## src/rtl/rpd_pkg.sv

```systemverilog
// Constants and helpers for the remote pulse decoder
package rpd_pkg;

    // ****************************************
    // Register offsets
    // ****************************************
    localparam int         ADDR_W     = 12;
    localparam logic [11:0] OFS_CTRL_A = 12'hFE8;
    localparam logic [11:0] OFS_CTRL_B = 12'hFE9;
    localparam logic [11:0] OFS_CAP    = 12'hFEA;
    localparam logic [11:0] OFS_BUF    = 12'hFEB;
    localparam logic [11:0] OFS_STAT   = 12'hFEC;

    // ****************************************
    // Field positions
    // ****************************************
    localparam int A_CCK_LSB  = 6;
    localparam int A_POL_BIT  = 5;
    localparam int A_SRC_LSB  = 3;
    localparam int A_NF_LSB   = 0;
    localparam int B_THR_LSB  = 4;
    localparam int B_RUN_BIT  = 3;
    localparam int B_EN_BIT   = 2;
    localparam int B_MM_LSB   = 0;

    // ****************************************
    // Reset values and counts
    // ****************************************
    localparam logic [7:0] CTRL_A_RST  = 8'h00;
    localparam logic [7:0] CTRL_B_RST  = 8'h00;
    localparam logic [7:0] CAP_RST     = 8'h00;
    localparam logic [7:0] BUF_RST     = 8'h00;
    localparam logic [3:0] BCNT_RST    = 4'h0;
    localparam logic [3:0] BCNT_FRAME  = 4'h8;
    localparam logic [3:0] BCNT_RELOAD = 4'h1;
    localparam logic [7:0] CNT_MAX     = 8'hFF;
    localparam int         NF_MULT     = 7;
    localparam int         NF_CW       = 14;

    // ****************************************
    // Mode codes
    // ****************************************
    typedef enum logic [1:0] {
        RPD_SRC_RISE  = 2'h0,
        RPD_SRC_FALL  = 2'h1,
        RPD_SRC_BOTH  = 2'h2,
        RPD_SRC_RXEND = 2'h3
    } rpd_src_t;

    typedef enum logic [1:0] {
        RPD_MM_RCYC = 2'h0,
        RPD_MM_FCYC = 2'h1,
        RPD_MM_HIGH = 2'h2,
        RPD_MM_LOW  = 2'h3
    } rpd_mm_t;

    // Prescaler tap: one tick every 2^6/2^8/2^10/2^12 clocks
    function automatic logic rpd_div_tick(input logic [11:0] pre,
                                          input logic [1:0]  sel);
        logic [11:0] mask;
        mask = 12'h03F;
        case (sel)
            2'h0: mask = 12'h03F;
            2'h1: mask = 12'h0FF;
            2'h2: mask = 12'h3FF;
            2'h3: mask = 12'hFFF;
        endcase
        return (pre & mask) == mask;
    endfunction

    // Filter exponent per code; 0 means bypass
    function automatic int rpd_nf_k(input logic [2:0] code);
        int k;
        k = 0;
        case (code)
            3'h1: k = 2;
            3'h2: k = 5;
            3'h3: k = 6;
            3'h4: k = 7;
            3'h5: k = 8;
            3'h6: k = 10;
            3'h7: k = 11;
            default: k = 0;
        endcase
        return k;
    endfunction

endpackage

```

## src/rtl/rpd_noise_filter.sv

```systemverilog
// Noise canceller for the remote input
`timescale 1ns/1ps
module rpd_noise_filter
    import rpd_pkg::*;
#(
    parameter int NF_SHIFT = 0          // Shortens filter times in sim
) (
    input  wire logic       clk,        // System clock
    input  wire logic       rst_n,      // Synchronised reset
    input  wire logic       din,        // Raw input
    input  wire logic [2:0] code,       // Filter time select
    output logic            dout        // Filtered level
);

    logic [NF_CW-1:0] cnt;
    logic [NF_CW-1:0] next_cnt;
    logic             next_dout;
    logic [NF_CW-1:0] lim;
    int               kk;

    // ****************************************
    // Stability counter
    // ****************************************
    always_comb begin
        kk = rpd_nf_k(code) - NF_SHIFT;
        if (kk < 0) begin
            kk = 0;
        end
        lim       = NF_CW'(NF_MULT << kk);
        next_dout = dout;
        next_cnt  = '0;
        if (code == 3'h0) begin
            next_dout = din;
        end else if (din != dout) begin
            if (cnt + 1'b1 >= lim) begin
                next_dout = din;
            end else begin
                next_cnt = cnt + 1'b1;
            end
        end
    end

    always_ff @(posedge clk or negedge rst_n) begin
        if (!rst_n) begin
            cnt  <= '0;
            dout <= 1'b0;
        end else begin
            cnt  <= next_cnt;
            dout <= next_dout;
        end
    end

endmodule

```

## src/rtl/rpd_top.sv

```systemverilog
// Remote control pulse decoder: filter, measure, decode, registers
`timescale 1ns/1ps
module rpd_top
    import rpd_pkg::*;
#(
    parameter int NF_SHIFT = 0          // Filter time reduction
) (
    input  wire logic        sys_clk,      // 100 MHz clock
    input  wire logic        nrst,         // Async reset
    input  wire logic [11:0] addr,         // Register address
    input  wire logic [7:0]  wr_data,      // Write data
    input  wire logic        wr_en,        // Write strobe
    input  wire logic        rd_en,        // Read strobe
    output logic      [7:0]  rd_data,      // Read data
    input  wire logic        remote_input, // Demodulated signal
    output logic             remote_irq    // Interrupt pulse
);

    // ****************************************
    // Reset release
    // ****************************************
    logic rst_meta_n;
    logic rst_n;

    always_ff @(posedge sys_clk or negedge nrst) begin
        if (!nrst) begin
            rst_meta_n <= 1'b0;
            rst_n      <= 1'b0;
        end else begin
            rst_meta_n <= 1'b1;
            rst_n      <= rst_meta_n;
        end
    end

    // ****************************************
    // Control registers
    // ****************************************
    logic [7:0] ctrl_a;
    logic [7:0] ctrl_b;
    logic [7:0] next_ctrl_a;
    logic [7:0] next_ctrl_b;
    logic [7:0] next_rd_data;
    logic [7:0] cap;
    logic [7:0] rbuf;
    logic [3:0] bcnt;
    logic       ovf;
    logic       bit_dec;
    logic       filt;
    logic       wr_b;

    logic [1:0] count_clock_select;
    logic       input_polarity;
    rpd_src_t   irq_source_select;
    logic [2:0] noise_filter_time;
    logic [3:0] threshold_nibble;
    logic       counter_run;
    logic       preproc_enable;
    rpd_mm_t    measure_mode;

    assign count_clock_select = ctrl_a[A_CCK_LSB +: 2];
    assign input_polarity     = ctrl_a[A_POL_BIT];
    assign irq_source_select  = rpd_src_t'(ctrl_a[A_SRC_LSB +: 2]);
    assign noise_filter_time  = ctrl_a[A_NF_LSB +: 3];
    assign threshold_nibble   = ctrl_b[B_THR_LSB +: 4];
    assign counter_run        = ctrl_b[B_RUN_BIT];
    assign preproc_enable     = ctrl_b[B_EN_BIT];
    assign measure_mode       = rpd_mm_t'(ctrl_b[B_MM_LSB +: 2]);
    assign wr_b               = wr_en && (addr == OFS_CTRL_B);

    always_comb begin
        next_ctrl_a  = ctrl_a;
        next_ctrl_b  = ctrl_b;
        next_rd_data = 8'h00;
        if (wr_en && addr == OFS_CTRL_A) begin
            next_ctrl_a = wr_data;
        end
        if (wr_b) begin
            next_ctrl_b = wr_data;
        end
        if (rd_en) begin
            unique case (addr)
                OFS_CTRL_A: next_rd_data = ctrl_a;
                OFS_CTRL_B: next_rd_data = ctrl_b;
                OFS_CAP:    next_rd_data = cap;
                OFS_BUF:    next_rd_data = rbuf;
                OFS_STAT:   next_rd_data =
                    {bcnt, 1'b0, ovf, bit_dec, filt};
                default:    next_rd_data = 8'h00;
            endcase
        end
    end

    always_ff @(posedge sys_clk or negedge rst_n) begin
        if (!rst_n) begin
            ctrl_a  <= CTRL_A_RST;
            ctrl_b  <= CTRL_B_RST;
            rd_data <= 8'h00;
        end else begin
            ctrl_a  <= next_ctrl_a;
            ctrl_b  <= next_ctrl_b;
            rd_data <= next_rd_data;
        end
    end

    // ****************************************
    // Input path
    // ****************************************
    logic sig;
    logic sig_d;
    logic rise;
    logic fall;

    rpd_noise_filter #(
        .NF_SHIFT (NF_SHIFT)
    ) u_filter (
        .clk  (sys_clk),
        .rst_n(rst_n),
        .din  (remote_input),
        .code (noise_filter_time),
        .dout (filt)
    );

    assign sig  = filt ^ input_polarity;
    assign rise = sig && !sig_d;
    assign fall = !sig && sig_d;

    // ****************************************
    // Count clock prescaler
    // ****************************************
    logic [11:0] pre;
    logic [11:0] next_pre;
    logic        tick;

    always_comb begin
        next_pre = pre + 12'h001;
        tick     = rpd_div_tick(pre, count_clock_select);
    end

    always_ff @(posedge sys_clk or negedge rst_n) begin
        if (!rst_n) begin
            pre <= 12'h000;
        end else begin
            pre <= next_pre;
        end
    end

    // ****************************************
    // Measurement and decoding
    // ****************************************
    logic [7:0] cnt;
    logic [7:0] next_cnt;
    logic [7:0] next_cap;
    logic [7:0] next_rbuf;
    logic [3:0] next_bcnt;
    logic       next_ovf;
    logic       next_irq;
    logic       active;
    logic       meas_end;
    logic       gate;

    assign active  = preproc_enable && counter_run;
    assign bit_dec = active && (cnt[7:4] >= threshold_nibble);

    always_comb begin
        unique case (irq_source_select)
            RPD_SRC_RISE:  meas_end = rise;
            RPD_SRC_FALL:  meas_end = fall;
            RPD_SRC_BOTH:  meas_end = rise || fall;
            RPD_SRC_RXEND: meas_end = rise;
        endcase
        if (irq_source_select == RPD_SRC_BOTH) begin
            gate = 1'b1;
        end else begin
            unique case (measure_mode)
                RPD_MM_HIGH: gate = sig;
                RPD_MM_LOW:  gate = !sig;
                default:     gate = 1'b1;
            endcase
        end
    end

    always_comb begin
        next_cnt  = cnt;
        next_cap  = cap;
        next_rbuf = rbuf;
        next_bcnt = bcnt;
        next_ovf  = ovf;
        next_irq  = 1'b0;
        if (wr_b && wr_data[B_RUN_BIT]) begin
            next_ovf = 1'b0;
        end
        if (!active) begin
            next_cnt = 8'h00;
        end else if (meas_end) begin
            next_cap = cnt;
            next_cnt = 8'h00;
            if (irq_source_select == RPD_SRC_RXEND) begin
                next_rbuf = {rbuf[6:0], bit_dec};
                if (bcnt == BCNT_FRAME) begin
                    next_bcnt = BCNT_RELOAD;
                end else begin
                    next_bcnt = bcnt + 4'h1;
                end
                next_irq = (next_bcnt == BCNT_FRAME);
            end else begin
                next_irq = 1'b1;
            end
        end else if (!ovf && tick && gate) begin
            if (cnt == CNT_MAX) begin
                next_cnt = 8'h00;
                next_ovf = 1'b1;
                next_irq = 1'b1;
            end else begin
                next_cnt = cnt + 8'h01;
            end
        end
    end

    always_ff @(posedge sys_clk or negedge rst_n) begin
        if (!rst_n) begin
            sig_d      <= 1'b0;
            cnt        <= 8'h00;
            cap        <= CAP_RST;
            rbuf       <= BUF_RST;
            bcnt       <= BCNT_RST;
            ovf        <= 1'b0;
            remote_irq <= 1'b0;
        end else begin
            sig_d      <= sig;
            cnt        <= next_cnt;
            cap        <= next_cap;
            rbuf       <= next_rbuf;
            bcnt       <= next_bcnt;
            ovf        <= next_ovf;
            remote_irq <= next_irq;
        end
    end
endmodule

```

## config.mk

```make
export PLATFORM = sky130hd
export DESIGN_NAME = rpd_top
export DESIGN_NICKNAME = d
export VERILOG_FILES = /design/src/rtl/rpd_pkg.sv /design/src/rtl/rpd_noise_filter.sv /design/src/rtl/rpd_top.sv
export SDC_FILE = /design/constraint.sdc
export NUM_CORES = 1
export LEC_CHECK = 0
export BUFFER_PORTS_ARGS = -buffer_cell sky130_fd_sc_hd__clkbuf_2
export CORE_UTILIZATION = 50
export DETAILED_ROUTE_END_ITERATION = 8
export GPL_ROUTABILITY_DRIVEN = 0
export GPL_TIMING_DRIVEN = 0
export PLACE_DENSITY = 0.78
export RECOVER_POWER = 50
export SLEW_MARGIN = 20
export SYNTH_ARGS = -nofsm -noshare
export SYNTH_HDL_FRONTEND = slang
export SYNTH_SLANG_ARGS = --single-unit
```

## constraint.sdc

```tcl
create_clock -name sys_clk -period 6.94 [get_ports sys_clk]
set_input_delay 0.347 -clock sys_clk [delete_from_list [all_inputs] [get_ports sys_clk]]
set_output_delay 0.347 -clock sys_clk [all_outputs]
set_load 0.005 [all_outputs]
```

Word level (Yosys, flattened, before mapping)
Index checks and enable logic that the tools add are counted.
W data, S select, Z words.
{"block": "op_classes", "shifts": 1, "mux": 32, "n_reduce_logical": 22, "eq_ne": 26, "n_lt_le_gt_ge": 3, "bitwise": 2, "addsub": 4}
{"op": "$eq A12 B12 Y1 const B", "count": 5}
{"op": "$pmux W12 S4", "count": 1}
{"op": "$mux W14", "count": 3}
{"op": "$mux W8", "count": 5}
{"op": "$pmux W8 S5", "count": 1}
{"op": "$pmux W4 S7", "count": 1}
{"op": "$mux W4", "count": 5}
{"op": "$add A14 B1 Y14 const B", "count": 1}
{"op": "$ge A14 B14 Y1", "count": 1}
{"op": "$mux W1", "count": 14}
{"op": "$shl A3 B4 Y14 const A", "count": 1}
{"op": "$add A12 B1 Y12 const B", "count": 1}
{"op": "$and A12 B12 Y12", "count": 1}
{"op": "$eq A12 B12 Y1", "count": 1}
{"op": "$eq A2 B2 Y1 const B", "count": 6}
{"op": "$eq A3 B3 Y1 const B", "count": 4}
{"op": "$logic_and A1 B1 Y1", "count": 9}
{"op": "$add A8 B1 Y8 const B", "count": 1}
{"op": "$eq A4 B4 Y1 const B", "count": 2}
{"op": "$eq A8 B8 Y1 const B", "count": 1}
{"op": "$eq A3 B2 Y1 const B", "count": 2}
{"op": "$add A4 B1 Y4 const B", "count": 1}
{"op": "$eq A2 B1 Y1 const B", "count": 2}
{"op": "$ge A4 B4 Y1", "count": 1}
{"op": "15 further kinds", "count": 20}
{"block": "totals", "regBits": 84}

Longest topological paths before layout
{"block": "logic_depth", "word_depth": 11, "depth_mapped": 13}

By module
A second synthesis with hierarchy kept.
{"block": "unflattened", "hier_cells": 436, "area_unflattened_um2": 4515.6}
{"mod": "rpd_top", "area_each_um2": 3352.0, "instances": 1, "seq_area_each_um2": 1726.7, "cells_per_inst": 316}
{"mod": "rpd_noise_filter", "area_each_um2": 1163.6, "instances": 1, "seq_area_each_um2": 375.4, "cells_per_inst": 120}

Worst setup path after synthesis
No wires, ideal clock.
{"block": "synth_path", "path_type": "register to register", "startpoint": "register u_filter.cnt[0]", "endpoint": "register u_filter.dout", "setup_slack_ns": 4.436, "n_path_buf": 0, "t_arrival_ns": 2.376, "required_time_ns": 6.812, "setup_time_ns": 0.128, "path_stages_with_launch": 12, "synth_period_minus_slack_ns": 2.504, "cell_sequence": "dfrtp_1 -> ha_1 -> inv_1 -> nor2_1 -> nand3_1 -> xnor2_1 -> ha_1 -> a21oi_1 -> nand2_1 -> a211o_1 -> a211oi_2 -> mux2_1"}
{"block": "synth_via", "elab_chain_cells": 4}
{"item": "from (decl)", "line_no": "rpd_noise_filter.sv:15", "rtl": "logic [NF_CW-1:0] cnt;"}
{"item": "from (signal assigned)", "line_no": "rpd_noise_filter.sv:48", "rtl": "cnt <= next_cnt;"}
{"item": "$add A14 B1 Y14", "line_no": "rpd_noise_filter.sv:35", "rtl": "if (cnt + 1'b1 >= lim) begin"}
{"item": "$ge A14 B14 Y1", "line_no": "rpd_noise_filter.sv:35"}
{"item": "$reduce_bool A2 Y1 (no source line)"}
{"item": "$reduce_and A2 Y1 (no source line)"}
{"item": "to (signal assigned)", "line_no": "rpd_noise_filter.sv:49", "rtl": "dout <= next_dout;"}
{"item": "to (decl)", "line_no": "rpd_noise_filter.sv:12", "rtl": "output logic dout"}
No other way between the ends.
A chain may end at the register's enable or synchronous reset.

==> flow_metrics.tcl <==
set metrics [dict create \
    status "complete, but fails checks" \
    violations "capacitance limit, slew limit" \
    pwr_density_cell_mw_per_mm2 192.1 \
    peakVddDrop_mv 0.1277 \
    worstPathMaxFanout 58 \
    yosysTopAreaCell "dfrtp_1" \
    setup_viol 0 \
    met2_length_um 4274 \
    required_ns 6.75 \
    cp_slowest_stage_delay_ns 2.20 \
    holdBufCountCts 1 \
    synth_ff_type "dfrtp_1" \
    max_freq_mhz 265.9 \
    reg2reg_to "ctrl_a[1]$_DFFE_PN0P_" \
    clkSinkCount 84 \
    max-slew-margin-rel_pct -101.6 \
    yosys-top-cells-area "dfrtp_1 (47%), ha_1 (7.8%), nand2_1 (4.3%)" \
    synth_fa_ha_area_share_pct 7.819 \
    drc 0 \
    hold_depth 3 \
    grt_usage_pct 21.31 \
    pin_count 34 \
    crit_path_end_kind "asynchronous set/reset pin" \
    finalCritPeriodShare_pct 54.18 \
    grt_max_degree 59 \
    drive_gt1_share_pct 16.18 \
    wl_um 9372 \
    fp-row-count 34 \
    yosys_warnings 0 \
    die_width_um 96.67 \
    critPathBufInv 1 \
    synthMuxAreaShare_pct 7.735 \
    cts_inserted_buffers 9 \
    top_layer_used "met4" \
    arrival_ns 3.57 \
    cts_root_buffer "clkbuf_8" \
    nets 530 \
    post-synth-top-count-cell "dfrtp_1" \
    firstDrtPassIters 4 \
    cts.reportedPaths.clkPinSlew_ns 0.09 \
    grt_setup_unrepaired "no" \
    fin_util_pct 58.05 \
    hold_slack_ns 0.2117 \
    antenna_found_initial 0 \
    vias 3318 \
    crit_family "buffers and inverters" \
    htree_levels 3 \
    grt_pass1_vias 3349 \
    clockBufferDepth 2 \
    syn_area_sq_mm 0.004481 \
    cp-start-kind "register" \
    synth_top_family_by_area "simple AND/OR/NAND/NOR gates" \
    detail-route-antenna-nets 0 \
    worstSkewPairLatency_ns 0.37 \
    drtIter0Drc 142 \
    regToRegSetupSlack_ns 3.18 \
    core_area_sq_mm 0.008678 \
    yosysUniqueCellTypes 58 \
    ys_seq_elements 84 \
    port_buffers 32 \
    drt-wirelength-per-cell_um 15.88 \
    critPathKind "reg2async" \
    fin_crit_ns 3.760 \
    setup_ws_ns 3.180 \
    crit_chain "clkbuf_1" \
    fin_tns_setup_ns 0 \
    synthTopCellsByCount "dfrtp_1 (84), nand2_1 (51), ha_1 (28), nor2_1 (28), inv_1 (21)" \
    via_per_inst 5.624 \
    synthArstFlopShare_pct 100.0 \
    synth_nets 485 \
    hold_violations 0 \
    total_power_uw 967.4 \
    synth_edf_count 0 \
    cap_violations 1 \
    diodes 0 \
    tightest_slew_ns 3.024 \
    area_delta_synth_final_pct 12.43 \
    cts_resized 0 \
    synthCells 432 \
    globalRouteOverflowTotal 0 \
    start_util_pct 51.63 \
    pre_cts_slack_ns 4.016 \
    synth-simple-area-share_pct 17.43 \
    dieArea_sq_mm 0.009344 \
    min_from "wr_data[7]" \
    p_leak_uw 0.002585 \
    hpwl_um 7005 \
    worstHoldEndpoint "ctrl_b[7]$_DFFE_PN0P_" \
    synth_xor_area_share_pct 5.836 \
    die_y_um 96.67 \
    clock_skew_ns 0.01269 \
    reg2reg_from "rst_n$_DFF_PN0_" \
    grt_first_pass_wirelength_um 15880 \
    postCtsSetupBuffers 0 \
    cts_tree "built" \
    yosys.area.top_type_share_pct 46.91 \
    wl_met3_um 440 \
    synth_compound_area_share_pct 10.11 \
    worst_path_max_delay_cell "clkbuf_1" \
    finalMaxSlewViolations 59 \
    wl_met1_um 4454 \
    avgSynthCellArea_sq_um 10.37 \
    hp-class "in2reg" \
    reg2regPathDepth 1 \
    seq_area_frac_synth_pct 46.91 \
]
## routing by layer
layer | up-vias | GRT usage [%]
li1 | 1607 | -
met1 | 1592 | 28.58
met2 | 97 | 33.26
met5 | - | 0
met4 | 0 | 8.381
met3 | 22 | 5.347
## where the power goes
part           internal [uW]  leakage (uW)  switching (uW)
logic                   13.6       0.00135            23.7
clock network            251      0.000124             183
registers                491       0.00111            4.77
total                    756       0.00258             212
## worst max-delay path by stage
stage	start	to	slack (ns)	cells past startpoint
5_1_grt	rst_n$_DFF_PN0_	rbuf[0]$_DFFE_PN0P_	2.25	1
3_5_place_dp	u_filter.cnt[0]$_DFF_PN0_	u_filter.cnt[13]$_DFF_PN0_	4.02	12
6_report	rst_n$_DFF_PN0_	ctrl_a[1]$_DFFE_PN0P_	3.18	1
4_1_cts	u_filter.cnt[0]$_DFF_PN0_	u_filter.cnt[13]$_DFF_PN0_	4.00	12
2_1_floorplan	rst_n$_DFF_PN0_	bcnt[0]$_DFFE_PN0P_	4.43	0
3_3_place_gp	rst_n$_DFF_PN0_	rd_data[4]$_DFF_PN0_	3.56	0
## final cells by class
cell class / count / area, sq um
Buffer: 16 / 93.84
Clock buffer: 11 / 141.4
Clock inverter: 5 / 107.6
Fill cell: 744 / 3641
Inverter: 23 / 88.84
Multi-Input combinational cell: 309 / 2196
Sequential cell: 84 / 2102
Tap cell: 108 / 135.1
Timing Repair Buffer: 34 / 172.7
## layout by cell type, fill, tap and decap left out, types with 3 or more instances in the layout
cell | synthesis | final
buf_4 | 3 | 3
ha_1 | 28 | 28
nand2_1 | 51 | 51
xnor2_1 | 14 | 14
dfrtp_1 | 84 | 84
buf_2 | 6 | 6
inv_1 | 21 | 21
clkbuf_2 | 0 | 31
nand3_1 | 18 | 18
xor2_1 | 14 | 14
a22oi_1 | 12 | 12
clkbuf_1 | 4 | 7
clkbuf_8 | 0 | 10
nor2_1 | 28 | 28
nand4_1 | 11 | 11
mux2i_1 | 8 | 8
and3_1 | 18 | 18
or3_1 | 3 | 3
mux2_2 | 8 | 8
o22ai_1 | 6 | 6
a21oi_1 | 11 | 11
o21ai_0 | 11 | 11
a21o_1 | 3 | 3
nand2b_1 | 6 | 6
o21ai_1 | 7 | 7
mux2_1 | 11 | 11
bufinv_16 | 0 | 3
nor3_1 | 3 | 3
nor2b_1 | 3 | 3
## state kept, by name (all words and copies together), names as in the netlist
signal / cells
u_filter.cnt: 14
pre: 12
cap: 8
cnt: 8
ctrl_a: 8
ctrl_b: 8
rbuf: 8
rd_data: 8
bcnt: 4
ovf: 1
remote_irq: 1
rst_meta_n: 1
rst_n: 1
sig_d: 1
u_filter.dout: 1
## per-stage QoR
stage               cell area, sq um  instances
global placement                4776        572
floorplan                       4481        432
global route                    5037        590
finish                          5037        590
detailed placement              4807        573
CTS                             5066        590
## logic make-up (layout without fill, tap and decap cells)
| group | after synthesis | in the layout |
|---|---|---|
| other cells | 1 | 1 |
| flops | 84 | 84 |
| simple gates | 154 | 154 |
| buf+inv | 39 | 89 |
| mux | 29 | 29 |
| fa+ha+maj | 28 | 28 |
| xor+xnor | 29 | 29 |
| compound gates | 68 | 68 |
(Power assumes the default switching activity.)
